===== src/shared/pin_mux_pkg.sv =====
package pin_mux_pkg;

    // operating modes, index = {mode_select_pin_b, mode_select_pin_a}
    typedef enum logic [1:0] {
        MODE_BOOTSTRAP   = 2'b00,
        MODE_SINGLE_CHIP = 2'b01,
        MODE_TEST        = 2'b10,
        MODE_EXPANDED    = 2'b11
    } op_mode_t;

    // bus phase sequencing: address phase (phase clock low) then data phase
    typedef enum logic [1:0] {
        PH_IDLE    = 2'b00,
        PH_ADDRESS = 2'b01,
        PH_DATA    = 2'b10
    } bus_phase_t;

    // one core bus cycle request
    typedef struct packed {
        logic        valid;
        logic        write;
        logic        internal;
        logic        opcode_fetch;
        logic [15:0] addr;
        logic [7:0]  wdata;
    } core_cycle_t;

    // pins of a three-state bidirectional port
    typedef struct packed {
        logic [7:0] out;
        logic [7:0] oe;
    } port_drive_t;

    localparam logic       IRQ_EDGE_RESET  = 1'b0;
    localparam logic       NMI_MASK_RESET  = 1'b1;
    localparam logic [7:0] BYTE_ZERO       = 8'h00;
    localparam logic [7:0] BYTE_ONES       = 8'hFF;
    localparam int         ADDR_HI_LSB     = 8;
    localparam int         RXD_BIT         = 0;
    localparam int         TXD_BIT         = 1;
    localparam int         MISO_BIT        = 2;
    localparam int         MOSI_BIT        = 3;
    localparam int         SCK_BIT         = 4;
    localparam int         SS_BIT          = 5;

endpackage


===== src/hw/mode_pin_mux_and_irq_inputs.sv =====
`timescale 1ns/1ps

// Functional notes
// RL1 - maskable request recognised on falling edge or low level, chosen by config bit
// RL2 - reset forces the maskable request back to level recognition
// RL3 - reset sets nonmaskable mask flag; nonmaskable requests ignored until software clears
// RL4 - nonmaskable request line is level sensitive, active low, shareable
// RL5 - each shared source drives open drain and holds low until acknowledged
// RL6 - with shared maskable line software keeps level recognition
// RL7 - line still low after service interrupts again once mask clears
// RL8 - mode pins sampled while reset is asserted choose one of four modes
// RL9 - instruction start marker is open drain, low during opcode fetch cycle
// RL10 - strobe-in pin is handshake input single-chip, address latch strobe expanded
// RL11 - external logic may latch low address with address latch strobe
// RL12 - strobe-out pin is handshake strobe single-chip, direction indicator expanded
// RL13 - direction indicator low for writes, high for reads
// RL14 - direction indicator stays low across back-to-back writes
// RL15 - internal read visibility drives internal read data on muxed port, indicator high
// RL16 - high port general outputs single-chip, address bits 8-15 expanded
// RL17 - muxed port general I/O single-chip, address then data bit n expanded
// RL18 - timer, serial and converter port functions unchanged across all modes
// RL19 - muxed port shows low address in address phase, data while phase clock high
// RL20 - timer port bits 0-2 are general inputs or capture inputs three, two, one
// RL21 - serial enabled: bit0 receive, bit1 transmit, bits 2-5 MISO MOSI SCK SS
// RL22 - sampled mode latched at reset release and held until next reset
// RL23 - edge request captured in pending flag cleared when interrupt taken
module mode_pin_mux_and_irq_inputs
    import pin_mux_pkg::*;
(
    input  wire logic        clk,
    input  wire logic        rst_n,
    input  wire logic        mode_select_pin_a,
    input  wire logic        mode_select_pin_b,
    input  wire logic        maskable_request_line_n,
    input  wire logic        nonmaskable_request_line_n,
    input  wire logic        irq_edge_select,
    input  wire logic        irq_edge_write,
    input  wire logic        irq_mask,
    input  wire logic        nmi_mask_clear,
    input  wire logic        irq_taken,
    input  wire logic        nmi_taken,
    input  wire logic        internal_read_visibility,
    input  wire core_cycle_t core_cycle,
    input  wire logic [7:0]  internal_rdata,
    input  wire logic        gp_strobe_out,
    input  wire logic [7:0]  gp_high_out,
    input  wire port_drive_t gp_mux_drive,
    input  wire logic        handshake_strobe_in,
    input  wire logic [7:0]  mux_port_in,
    input  wire logic [2:0]  timer_port_in,
    input  wire logic        serial_enable,
    input  wire logic        serial_txd,
    input  wire logic        serial_mosi,
    input  wire logic        serial_sck,
    input  wire logic        serial_miso,
    input  wire logic        serial_dir_mosi_oe,
    input  wire logic        serial_dir_sck_oe,
    input  wire logic        serial_dir_miso_oe,
    input  wire logic [5:0]  gp_serial_out,
    input  wire logic [5:0]  gp_serial_oe,
    input  wire logic [5:0]  serial_port_in,
    input  wire logic [7:0]  converter_port_in,
    output logic             irq_request,
    output logic             nmi_request,
    output logic             irq_edge_mode,
    output logic             nmi_mask_flag,
    output op_mode_t         op_mode,
    output logic             instruction_start_marker_oe,
    output logic             instruction_start_marker_out,
    output logic             address_latch_strobe,
    output logic             address_latch_strobe_oe,
    output logic             strobe_in_level,
    output logic             strobe_out_pin,
    output logic [7:0]       high_port_out,
    output port_drive_t      mux_port_drive,
    output logic [7:0]       mux_data_in,
    output logic             bus_phase_clock,
    output logic [2:0]       capture_input,
    output logic [5:0]       serial_port_out,
    output logic [5:0]       serial_port_oe,
    output logic             serial_rxd,
    output logic             serial_miso_in,
    output logic             serial_mosi_in,
    output logic             serial_sck_in,
    output logic             serial_ss_n,
    output logic [7:0]       converter_inputs
);

    logic        irq_edge_reg;
    logic        irq_edge_next;
    logic        irq_prev_reg;
    logic        irq_pend_reg;
    logic        irq_pend_next;
    logic        nmi_mask_reg;
    logic        nmi_mask_next;
    logic [1:0]  mode_sample_reg;
    logic        in_reset_reg;
    op_mode_t    mode_reg;
    op_mode_t    mode_next;
    bus_phase_t  phase_reg;
    bus_phase_t  phase_next;
    core_cycle_t cyc_reg;
    logic        dir_reg;
    logic        dir_next;
    logic        handshake_strobe_out_out_reg;
    logic        as_oe_reg;
    logic        lir_oe_reg;
    logic        as_reg;
    logic        eclk_reg;
    logic [7:0]  hi_reg;
    port_drive_t mux_reg;
    port_drive_t mux_next;
    logic [7:0]  mux_in_reg;
    logic        irq_out_reg;
    logic        nmi_out_reg;
    logic        handshake_strobe_out_in_reg;
    logic [2:0]  cap_reg;
    logic [5:0]  ser_out_reg;
    logic [5:0]  ser_oe_reg;
    logic [5:0]  ser_in_reg;
    logic [7:0]  conv_reg;

    function automatic logic is_expanded(input op_mode_t m);
        return (m == MODE_EXPANDED) || (m == MODE_TEST);
    endfunction

    wire logic       expanded       = is_expanded(mode_reg);
    wire logic       expanded_next  = is_expanded(mode_next);
    wire logic       irq_fall       = irq_prev_reg && !maskable_request_line_n;
    wire logic       irq_level      = !maskable_request_line_n;
    wire logic       visible_read   = internal_read_visibility
                                      && (mode_reg != MODE_SINGLE_CHIP)
                                      && (mode_reg != MODE_EXPANDED);
    wire logic       drive_data     = cyc_reg.write
                                      || (cyc_reg.internal && visible_read);
    wire logic       start_cycle    = core_cycle.valid && (phase_reg != PH_ADDRESS);
    wire logic [7:0] addr_lo        = cyc_reg.addr[7:0];
    wire logic [7:0] data_byte      = cyc_reg.write ? cyc_reg.wdata : internal_rdata;

    // edge/level select; reset back to level
    assign irq_edge_next = irq_edge_write ? irq_edge_select : irq_edge_reg; // RL1
    // set wins over take
    assign irq_pend_next = irq_edge_reg && (irq_fall || (irq_pend_reg && !irq_taken)); // RL23
    // mask cleared only by software, never set again except by reset
    assign nmi_mask_next = nmi_mask_reg && !nmi_mask_clear; // RL3
    assign mode_next     = in_reset_reg ? op_mode_t'(mode_sample_reg) : mode_reg; // RL22

    // address phase then data phase, one core cycle each pair
    assign phase_next = start_cycle ? PH_ADDRESS
                      : (phase_reg == PH_ADDRESS) ? PH_DATA : PH_IDLE;

    // low on writes, high otherwise; held low between writes
    assign dir_next = start_cycle ? !core_cycle.write
                    : (phase_reg == PH_DATA || phase_reg == PH_ADDRESS) ? dir_reg
                    : (cyc_reg.write ? dir_reg : 1'b1); // RL13 RL14

    always_comb begin
        mux_next = gp_mux_drive; // RL17
        if (expanded) begin
            if (phase_next == PH_ADDRESS) begin
                mux_next.out = start_cycle ? core_cycle.addr[7:0] : addr_lo; // RL19
                mux_next.oe  = BYTE_ONES;
            end else if (phase_next == PH_DATA) begin
                mux_next.out = data_byte; // RL15
                mux_next.oe  = drive_data ? BYTE_ONES : BYTE_ZERO;
            end else begin
                mux_next.out = BYTE_ZERO;
                mux_next.oe  = BYTE_ZERO;
            end
        end
    end

    always_ff @(posedge clk) begin
        if (!rst_n) begin
            irq_edge_reg <= IRQ_EDGE_RESET; // RL2
            nmi_mask_reg <= NMI_MASK_RESET; // RL3
            irq_pend_reg <= 1'b0;
            irq_prev_reg <= 1'b1;
            in_reset_reg <= 1'b1;
        end else begin
            irq_edge_reg <= irq_edge_next;
            nmi_mask_reg <= nmi_mask_next;
            irq_pend_reg <= irq_pend_next;
            irq_prev_reg <= maskable_request_line_n;
            in_reset_reg <= 1'b0;
        end
    end

    // pins sampled every reset cycle, taken on the first cycle after release
    always_ff @(posedge clk) begin
        mode_sample_reg <= rst_n ? mode_sample_reg
                                 : {mode_select_pin_b, mode_select_pin_a}; // RL8
    end

    always_ff @(posedge clk) begin
        if (!rst_n) begin
            mode_reg    <= MODE_BOOTSTRAP;
            irq_out_reg <= 1'b0;
            nmi_out_reg <= 1'b0;
        end else begin
            mode_reg    <= mode_next; // RL22
            // level request reasserts as soon as the mask clears
            irq_out_reg <= !irq_mask && (irq_edge_reg ? irq_pend_next : irq_level); // RL1 RL7
            nmi_out_reg <= !nmi_mask_reg && !nonmaskable_request_line_n
                           && !nmi_taken; // RL4 RL7
        end
    end

    always_ff @(posedge clk) begin
        if (!rst_n) begin
            phase_reg  <= PH_IDLE;
            cyc_reg    <= '0;
            dir_reg    <= 1'b1;
            lir_oe_reg <= 1'b0;
            as_reg     <= 1'b0;
            eclk_reg   <= 1'b0;
            mux_reg    <= '0;
            hi_reg     <= BYTE_ZERO;
            handshake_strobe_out_out_reg <= 1'b1;
            as_oe_reg  <= 1'b0;
        end else begin
            // pin follows the mode that the next cycle runs in
            handshake_strobe_out_out_reg <= expanded_next ? dir_next : gp_strobe_out; // RL12
            as_oe_reg  <= expanded_next; // RL10
            phase_reg  <= phase_next;
            cyc_reg    <= start_cycle ? core_cycle : cyc_reg;
            dir_reg    <= dir_next;
            // pull low for the whole opcode-fetch bus cycle
            lir_oe_reg <= start_cycle ? core_cycle.opcode_fetch
                        : (phase_reg == PH_ADDRESS) && lir_oe_reg; // RL9
            as_reg     <= expanded && (phase_next == PH_ADDRESS); // RL10 RL11
            eclk_reg   <= phase_next == PH_DATA; // RL19
            mux_reg    <= mux_next;
            hi_reg     <= expanded ? (start_cycle ? core_cycle.addr[15:ADDR_HI_LSB]
                                                  : cyc_reg.addr[15:ADDR_HI_LSB])
                                   : gp_high_out; // RL16
        end
    end

    // mode-independent ports and input sampling; strobe-in level is forced low in expanded modes
    always_ff @(posedge clk) begin
        if (!rst_n) begin
            handshake_strobe_out_in_reg <= 1'b0;
            mux_in_reg  <= BYTE_ZERO;
            cap_reg     <= 3'h0;
            ser_out_reg <= 6'h00;
            ser_oe_reg  <= 6'h00;
            ser_in_reg  <= 6'h3F;
            conv_reg    <= BYTE_ZERO;
        end else begin
            handshake_strobe_out_in_reg <= expanded ? 1'b0 : handshake_strobe_in; // RL10
            mux_in_reg  <= mux_port_in;
            cap_reg     <= {timer_port_in[0], timer_port_in[1], timer_port_in[2]}; // RL20 RL18
            ser_in_reg  <= serial_port_in;
            conv_reg    <= converter_port_in; // RL18
            if (serial_enable) begin
                ser_out_reg <= {1'b0, serial_sck, serial_mosi, serial_miso,
                                serial_txd, 1'b0}; // RL21
                ser_oe_reg  <= {1'b0, serial_dir_sck_oe, serial_dir_mosi_oe,
                                serial_dir_miso_oe, 1'b1, 1'b0}; // RL21
            end else begin
                ser_out_reg <= gp_serial_out;
                ser_oe_reg  <= gp_serial_oe;
            end
        end
    end

    assign irq_request                  = irq_out_reg;
    assign nmi_request                  = nmi_out_reg;
    assign irq_edge_mode                = irq_edge_reg;
    assign nmi_mask_flag                = nmi_mask_reg;
    assign op_mode                      = mode_reg;
    assign instruction_start_marker_oe  = lir_oe_reg;
    assign instruction_start_marker_out = 1'b0;
    assign address_latch_strobe         = as_reg;
    assign address_latch_strobe_oe      = as_oe_reg;
    assign strobe_in_level              = handshake_strobe_out_in_reg;
    assign strobe_out_pin               = handshake_strobe_out_out_reg;
    assign high_port_out                = hi_reg;
    assign mux_port_drive               = mux_reg;
    assign mux_data_in                  = mux_in_reg;
    assign bus_phase_clock              = eclk_reg;
    assign capture_input                = cap_reg;
    assign serial_port_out              = ser_out_reg;
    assign serial_port_oe               = ser_oe_reg;
    assign serial_rxd                   = ser_in_reg[RXD_BIT];
    assign serial_miso_in               = ser_in_reg[MISO_BIT];
    assign serial_mosi_in               = ser_in_reg[MOSI_BIT];
    assign serial_sck_in                = ser_in_reg[SCK_BIT];
    assign serial_ss_n                  = ser_in_reg[SS_BIT];
    assign converter_inputs             = conv_reg;

    a_irq_level_reset: assert property (@(posedge clk) !rst_n |=> !irq_edge_mode) // RL2
        else $error("maskable request not level after reset");
    a_nmi_mask_reset: assert property (@(posedge clk) !rst_n |=> nmi_mask_flag) // RL3
        else $error("nonmaskable mask not set by reset");
    a_nmi_masked_quiet: assert property (@(posedge clk) disable iff (!rst_n) // RL3
        $past(nmi_mask_flag) |-> !nmi_request)
        else $error("nonmaskable request passed while masked");
    a_nmi_level_req: assert property (@(posedge clk) disable iff (!rst_n) // RL4
        !nmi_mask_flag && !nonmaskable_request_line_n && !nmi_taken |=> nmi_request)
        else $error("nonmaskable level request missed");
    a_irq_level_req: assert property (@(posedge clk) disable iff (!rst_n) // RL7
        !irq_edge_mode && !irq_mask && !maskable_request_line_n |=> irq_request)
        else $error("level maskable request missed");
    a_mode_held: assert property (@(posedge clk) disable iff (!rst_n) // RL22
        $past(rst_n, 2) |-> $stable(op_mode))
        else $error("mode changed outside reset");
    a_dir_write_low: assert property (@(posedge clk) disable iff (!rst_n) // RL13
        start_cycle && core_cycle.write |=> !dir_reg [*2])
        else $error("direction indicator not low during write");
    a_dir_read_high: assert property (@(posedge clk) disable iff (!rst_n) // RL13
        start_cycle && !core_cycle.write |=> dir_reg)
        else $error("direction indicator not high during read");
    a_high_addr: assert property (@(posedge clk) disable iff (!rst_n) // RL16
        expanded && start_cycle |=> high_port_out == $past(core_cycle.addr[15:8]))
        else $error("high port does not carry upper address");
    a_as_phase: assert property (@(posedge clk) disable iff (!rst_n) // RL19
        address_latch_strobe |-> mux_port_drive.oe == BYTE_ONES)
        else $error("address strobe without address on muxed port");

    c_expanded_write: cover property (@(posedge clk) expanded && start_cycle && core_cycle.write);
    c_edge_irq: cover property (@(posedge clk) irq_edge_mode && irq_request);
    c_nmi_taken: cover property (@(posedge clk) nmi_request ##1 nmi_taken);
    c_visible_read: cover property (@(posedge clk) visible_read && phase_reg == PH_DATA);

endmodule


===== config.mk =====
export PLATFORM = sky130hd
export DESIGN_NAME = mode_pin_mux_and_irq_inputs
export DESIGN_NICKNAME = d
export VERILOG_FILES = /design/src/shared/pin_mux_pkg.sv /design/src/hw/mode_pin_mux_and_irq_inputs.sv
export SDC_FILE = /design/constraint.sdc
export NUM_CORES = 1
export LEC_CHECK = 0
export BUFFER_PORTS_ARGS = -buffer_cell sky130_fd_sc_hd__buf_2
export CAP_MARGIN = 20
export CORE_MARGIN = 5
export CORE_UTILIZATION = 35
export CTS_CLUSTER_DIAMETER = 150
export DETAILED_ROUTE_END_ITERATION = 12
export GPL_TIMING_DRIVEN = 1
export PLACE_DENSITY = 0.73
export SLEW_MARGIN = 10
export SYNTH_ARGS = -nofsm -noshare
export SYNTH_HDL_FRONTEND = slang
export SYNTH_SLANG_ARGS = --single-unit

===== constraint.sdc =====
create_clock -name clk -period 1.7 [get_ports clk]
set_input_delay 0.085 -clock clk [delete_from_list [all_inputs] [get_ports clk]]
set_output_delay 0.085 -clock clk [all_outputs]
set_load 0.01 [all_outputs]

# [After elaboration in Yosys (flattened, before gate mapping)]
# Cells that the tools add are included.
[classes] eq_ne=11 mux=20 bitwise=1 reduce_logical=28
[op_table] operator="two-way mux 16 bit" n=3
[op_table] operator="two-way mux 8 bit" n=5
[op_table] operator="logical AND 1 bit" n=13
[op_table] operator="== test 2 bit, second input constant" n=6
[op_table] operator="two-way mux 5 bit" n=2
[op_table] operator="logical NOT 1 bit" n=8
[op_table] operator="two-way mux 1 bit" n=7
[op_table] operator="two-way mux 2 bit" n=3
[op_table] operator="logical OR 1 bit" n=5
[op_table] operator="== test 2 x 1 -> 1 bit, second input constant" n=2
[op_table] operator="!= test 2 x 1 -> 1 bit, second input constant" n=2
[op_table] operator="OR reduction 2 bit" n=2
[op_table] operator="!= test 2 bit, second input constant" n=1
[op_table] operator="inverter 1 bit" n=1
[word_totals] register_bits=107 inputBits=120 output_inout_bits=73 elab_cells=92

# [Longest topological paths before layout]
[logic_depth] ltp_word=9 ltp_mapped=7 mapped_depth_nobuf=5

# [Worst setup path before layout]
# No wires, ideal clock.
[synth_path] path_type="register -> register" startpoint="register phase_reg[1]" endpoint="register hi_reg[6] (netlist: high_port_out[6])" setup_ns=0.122 arrival_ns=1.222 t_required_ns=1.578 path_slack_ns=0.356 path_stages_with_launch=8 path_buffers=2 synth_period_minus_slack_ns=1.344 cell_sequence="dfxtp_1 > inv_1 > ha_1 > nor2b_2 > buf_6 > buf_12 > mux2i_1 > a21oi_1"
[synth_via] elab_chain_len=4
[synth_rtl] element="start: declaration" line="mode_pin_mux_and_irq_inputs.sv:100" rtl="bus_phase_t phase_reg;"
[synth_rtl] element="start signal: assignment" line="mode_pin_mux_and_irq_inputs.sv:225" rtl="phase_reg <= phase_next;"
[synth_rtl] element="!= test 2 x 1 -> 1 bit" line="mode_pin_mux_and_irq_inputs.sv:136" rtl="wire logic start_cycle = core_cycle.valid && (phase_reg != PH_ADDRESS);"
[synth_rtl] element="logical AND 1 bit" line="mode_pin_mux_and_irq_inputs.sv:136"
[synth_rtl] element="two-way mux 8 bit (2 in a row)" line="mode_pin_mux_and_irq_inputs.sv:234" rtl="hi_reg <= expanded ? (start_cycle ? core_cycle.addr[15:ADDR_HI_LSB]"
[synth_rtl] element="end signal: assignment" line="mode_pin_mux_and_irq_inputs.sv:234"
[synth_rtl] element="end: declaration" line="mode_pin_mux_and_irq_inputs.sv:110" rtl="logic [7:0] hi_reg;"
# Every way passes these cells.
# A chain may end at the register's enable or synchronous reset.

# [Worst setup path after layout]
[layout_path] startpoint="register phase_reg[1]" endpoint="register mux_reg (netlist bit mux_port_drive[9])"
[layout_via] elab_chain_len=7 elab_cells_between_ends=11 classes_between="4 x eq/ne; 6 x mux; 1 x reduce/logical"
[layout_rtl] element="== test 2 x 1 -> 1 bit / != test 2 x 1 -> 1 bit (equally long branches)" line="mode_pin_mux_and_irq_inputs.sv:150, mode_pin_mux_and_irq_inputs.sv:136"
[layout_rtl] element="two-way mux 2 bit / logical AND 1 bit (equally long branches)" line="mode_pin_mux_and_irq_inputs.sv:150, mode_pin_mux_and_irq_inputs.sv:136"
[layout_rtl] element="two-way mux 2 bit (*)" line="mode_pin_mux_and_irq_inputs.sv:149" rtl="assign phase_next = start_cycle ? PH_ADDRESS"
[layout_rtl] element="named net phase_next[1]" line="mode_pin_mux_and_irq_inputs.sv:101" rtl="bus_phase_t phase_next;"
[layout_rtl] element="== test 2 bit" line="mode_pin_mux_and_irq_inputs.sv:163" rtl="end else if (phase_next == PH_DATA) begin"
[layout_rtl] element="two-way mux 16 bit" line="mode_pin_mux_and_irq_inputs.sv:163"
[layout_rtl] element="two-way mux 16 bit (*)" line="mode_pin_mux_and_irq_inputs.sv:160" rtl="if (phase_next == PH_ADDRESS) begin"
[layout_rtl] element="two-way mux 16 bit (*)" line="mode_pin_mux_and_irq_inputs.sv:159" rtl="if (expanded) begin"
[layout_rtl] element="end signal: assignment" line="mode_pin_mux_and_irq_inputs.sv:233" rtl="mux_reg <= mux_next;"
[layout_rtl] element="end: declaration" line="mode_pin_mux_and_irq_inputs.sv:111" rtl="port_drive_t mux_reg;"
# Mark *: on every way through the listed nets, which the timed path passes. The rest lies on a longest branch.

==> results.yml <==
status:
  result_of_the_run: "finished, final reports clean"
hold_path:
  hold_path.startpoint: "irq_taken"
  hold_path_depth: 3
  timing.hold.worst_endpoint: "irq_pend_reg"
  min_path_type: "primary input to flip-flop"
clock_network:
  cts-htree-levels: 3
  path_clk_slew_ns: 0.10
  numCtsBuffers: 9
  tritoncts: "built"
  clock-sinks: 97
  root_buffer_master: "clkbuf_8"
  postCtsSetupBuffers: 0
  max-clock-path-buffers: 2
  clock_latency_ns: 0.35
drt:
  number_of_nets_still_failing_antenna_checks_after_routing: 0
  drt_pass1_iterations: 4
  routed-via-count: 3316
  initialDrtViolationCount: 130
  totalWireLength_um: 10500
  route.detailed.drc: 0
  wl_per_cell_um: 14.6
  vias_per_cell: 4.58
placed_design:
  place_congestion: 0.827
  place.detailed.hpwl_um: 6820
  port-buffer-count: 190
  numPlacedInstances: 627
power_and_ir_drop:
  netSwitchingFraction_pct: 26.0
  combPwrFrac_pct: 17.0
  pwr_density_cell_nw_per_um2: 855
  proportion_of_power_drawn_by_the_clock_network_pct: 29.3
  switchingPower_mw: 1.19
  share_seq_of_total_power_pct: 53.8
  vdd_ir_drop_max_v: 0.000434
  p_leak_nw: 2.55
  p_int_mw: 3.39
job:
  cap_violations: 0
yosys:
  postSynthRegisterBits: 97
  synth_area_um2: 3330
  yosysTopAreaCellShare_pct: 57.1
  synth-edff-count: 2
  ys_warn_count: 0
  ys_types: 31
  synth_area_leader_cell: "dfxtp_1"
  post_synth.cell_area_avg_um2: 10.3
  postSynthNetCount: 447
  most_numerous_cell_in_the_yosys_netlist: "dfxtp_1"
  synth-main-ff-cell: "dfxtp_1"
  synth.top_cells.by_area: "dfxtp_1 (57%), mux2i_1 (5.4%), and2_1 (4.7%)"
  synth.yosys.seq_area_share_pct: 58.9
  post_synthesis_instance_total: 325
  synth.cells.most_frequent: "dfxtp_1 (95), nand2_1 (30), and2_1 (25), nor2_1 (25), a21oi_1 (20)"
  synth_async_sr_flop_share_pct: 0
worst_setup_path:
  timing.reg2reg.setup_slack_ns: 0.17
  worst-endpoint-required_ns: 1.97
  crit_buf_inv: 2
  critical_path.reg2reg.endpoint: "mux_port_drive[9]"
  critical_path.max_stage_delay_ns: 0.31
  critPathArrivalTime_ns: 1.80
  cp_top_family: "simple AND/OR/NAND/NOR gates"
  ff2ff_path_depth: 6
  critical_path_peak_fanout: 19
  worst_r2r_startpoint: "phase_reg[1]"
  timing.critical_path.slowest_stage_cell: "dfxtp_1"
  cp_cell_sequence: "inv_1, ha_1, nand2b_1, buf_4, nand3_1, a31oi_1"
  worst_setup_path_end_kind: "flip-flop"
  cp-start-kind: "flip-flop"
  critPathKind: "flip-flop to flip-flop"
sta:
  number_of_hold_violations_in_the_final_report: 0
  timing.final.crit_period_ns: 1.53
  fmax_mhz: 654
  setup-tns-final_ns: 0
  post_route_skew_ns: 0.0134
  final-setup-viol-count: 0
  timing.final.crit_share_pct: 89.9
  grt_setup_unrepaired: "no"
  report.final.slew_viol_count: 0
floorplanning:
  die-height_um: 108
  io_pins: 193
  initial_utilization_pct: 36.1
  rows: 35
  dieWidth_um: 108
  fp.dieArea_um2: 11600
  design.core.area_um2: 9240
final_layout:
  final_layout_size_suffix_gt1_share_pct: 37.5
  antenna-diode-count: 0
  largest_register_ffs: 18
  area_used_by_sequential_logic_in_the_layout_um2: 1960
  n_fill_cell: 796
  area.growth.synth_to_final_pct: 60.9
  layout.nets: 712
  final_cells: 724
  multiInputGateArea_um2: 1200
global_route:
  track_usage_pct: 17.9
  pin_count_of_the_biggest_net_entering_global_routing: 57
  grt_overflow: 0
  grt_antenna_before_repair: 0
  grt_first_pass_wirelength_um: 16300
  grt_pass1_vias: 3434
==> cells in the final DEF (no fill, tap or decap), types with 6 or more instances in the layout <==
cell           synthesis  final
and2_1                25     25
nor2_1                25     25
mux2_2                 8      8
buf_4                  6      6
dfxtp_1               95     95
o21a_1                 8      8
nand3_1                8      8
clkbuf_8               0      9
buf_2                  4    190
o21ai_0               19     19
nor2b_1                9      9
nand2b_1               9      9
a31oi_1                8      8
dlygate4sd3_1          0     81
a21oi_1               20     20
mux2i_1               18     18
nand2_1               30     30
==> routing by layer <==
metal / track usage (%) / vias up / share of wire (%)
met5: 0 / - / 0
met4: 11.0 / 0 / 4.6
li1: - / 1594 / -
met1: 19.1 / 1526 / 37
met2: 32.1 / 153 / 52
met3: 3.90 / 43 / 6.7
==> repair_timing <==
action	in CTS	in global routing
endpoints found under the hold margin	72	0
gates resized for setup	0	0
hold buffers	81	0
==> layout make-up <==
| type | count | share of cell area [%] |
|---|---|---|
| repair buffers | 279 | 34.5 |
| multi-input cells | 199 | 22.4 |
| flip-flops and latches | 97 | 36.6 |
| clock inverters | 5 | 0.770 |
| well taps | 129 | 3.01 |
| inverters | 4 | 0.280 |
| clock buffers | 11 | 2.45 |
==> metrics by stage <==
step / setup WS, ns / cell area [µm²] / utilization (%) / hold WS [ns] / power, mW
finish: 0.171 / 5360 / 58.0 / 0.0123 / 4.58
global route: 0.0467 / 5360 / 58.0 / 0.0202 / 4.82
global placement: 0.272 / 4380 / 47.4 / 0.252 / 3.12
detailed placement: 0.220 / 4380 / 47.4 / 0.253 / 3.14
floorplan: 0.356 / 3330 / - / 0.162 / 2.84
CTS: 0.211 / 5360 / 58.0 / 0.00276 / 4.65
==> power groups by stage <==
stage	logic (mW)	registers, mW	clock network (mW)
detailed placement	0.620	2.52	0
global route	0.852	2.48	1.49
CTS	0.772	2.47	1.41
global placement	0.606	2.51	0
floorplan	0.272	2.57	0
finish	0.777	2.47	1.34
==> worst register-to-register path: cells and delay by family, from the launching register on <==
family | cells | cell delay (ns)
AO/OA/AOI/OAI | 1 | 0.23
buffers and inverters | 2 | 0.32
AND/OR/NAND/NOR | 2 | 0.36
flip-flops | 1 | 0.31
adder cells (fa/ha/maj) | 1 | 0.25
==> how the worst max path moves through the flow <==
stage,endpoint,startpoint,cells past startpoint
after floorplan,high_port_out[6],phase_reg[1],7
after global placement,high_port_out[2],phase_reg[1],6
after detailed placement,high_port_out[7],phase_reg[1],6
after CTS,high_port_out[7],phase_reg[1],6
after global routing,mux_port_drive[15],phase_reg[1],6
final,mux_port_drive[9],phase_reg[1],6
==> kinds of logic after synthesis <==
logic type	share of synthesized area, %
AOI/OAI and AO/OA	10.6
adders and majority gates	0.751
buffers and inverters	5.03
DFF	58.9
muxes	8.11
other	0.113
and+or+nand+nor	16.6
(Power assumes the default switching activity.)
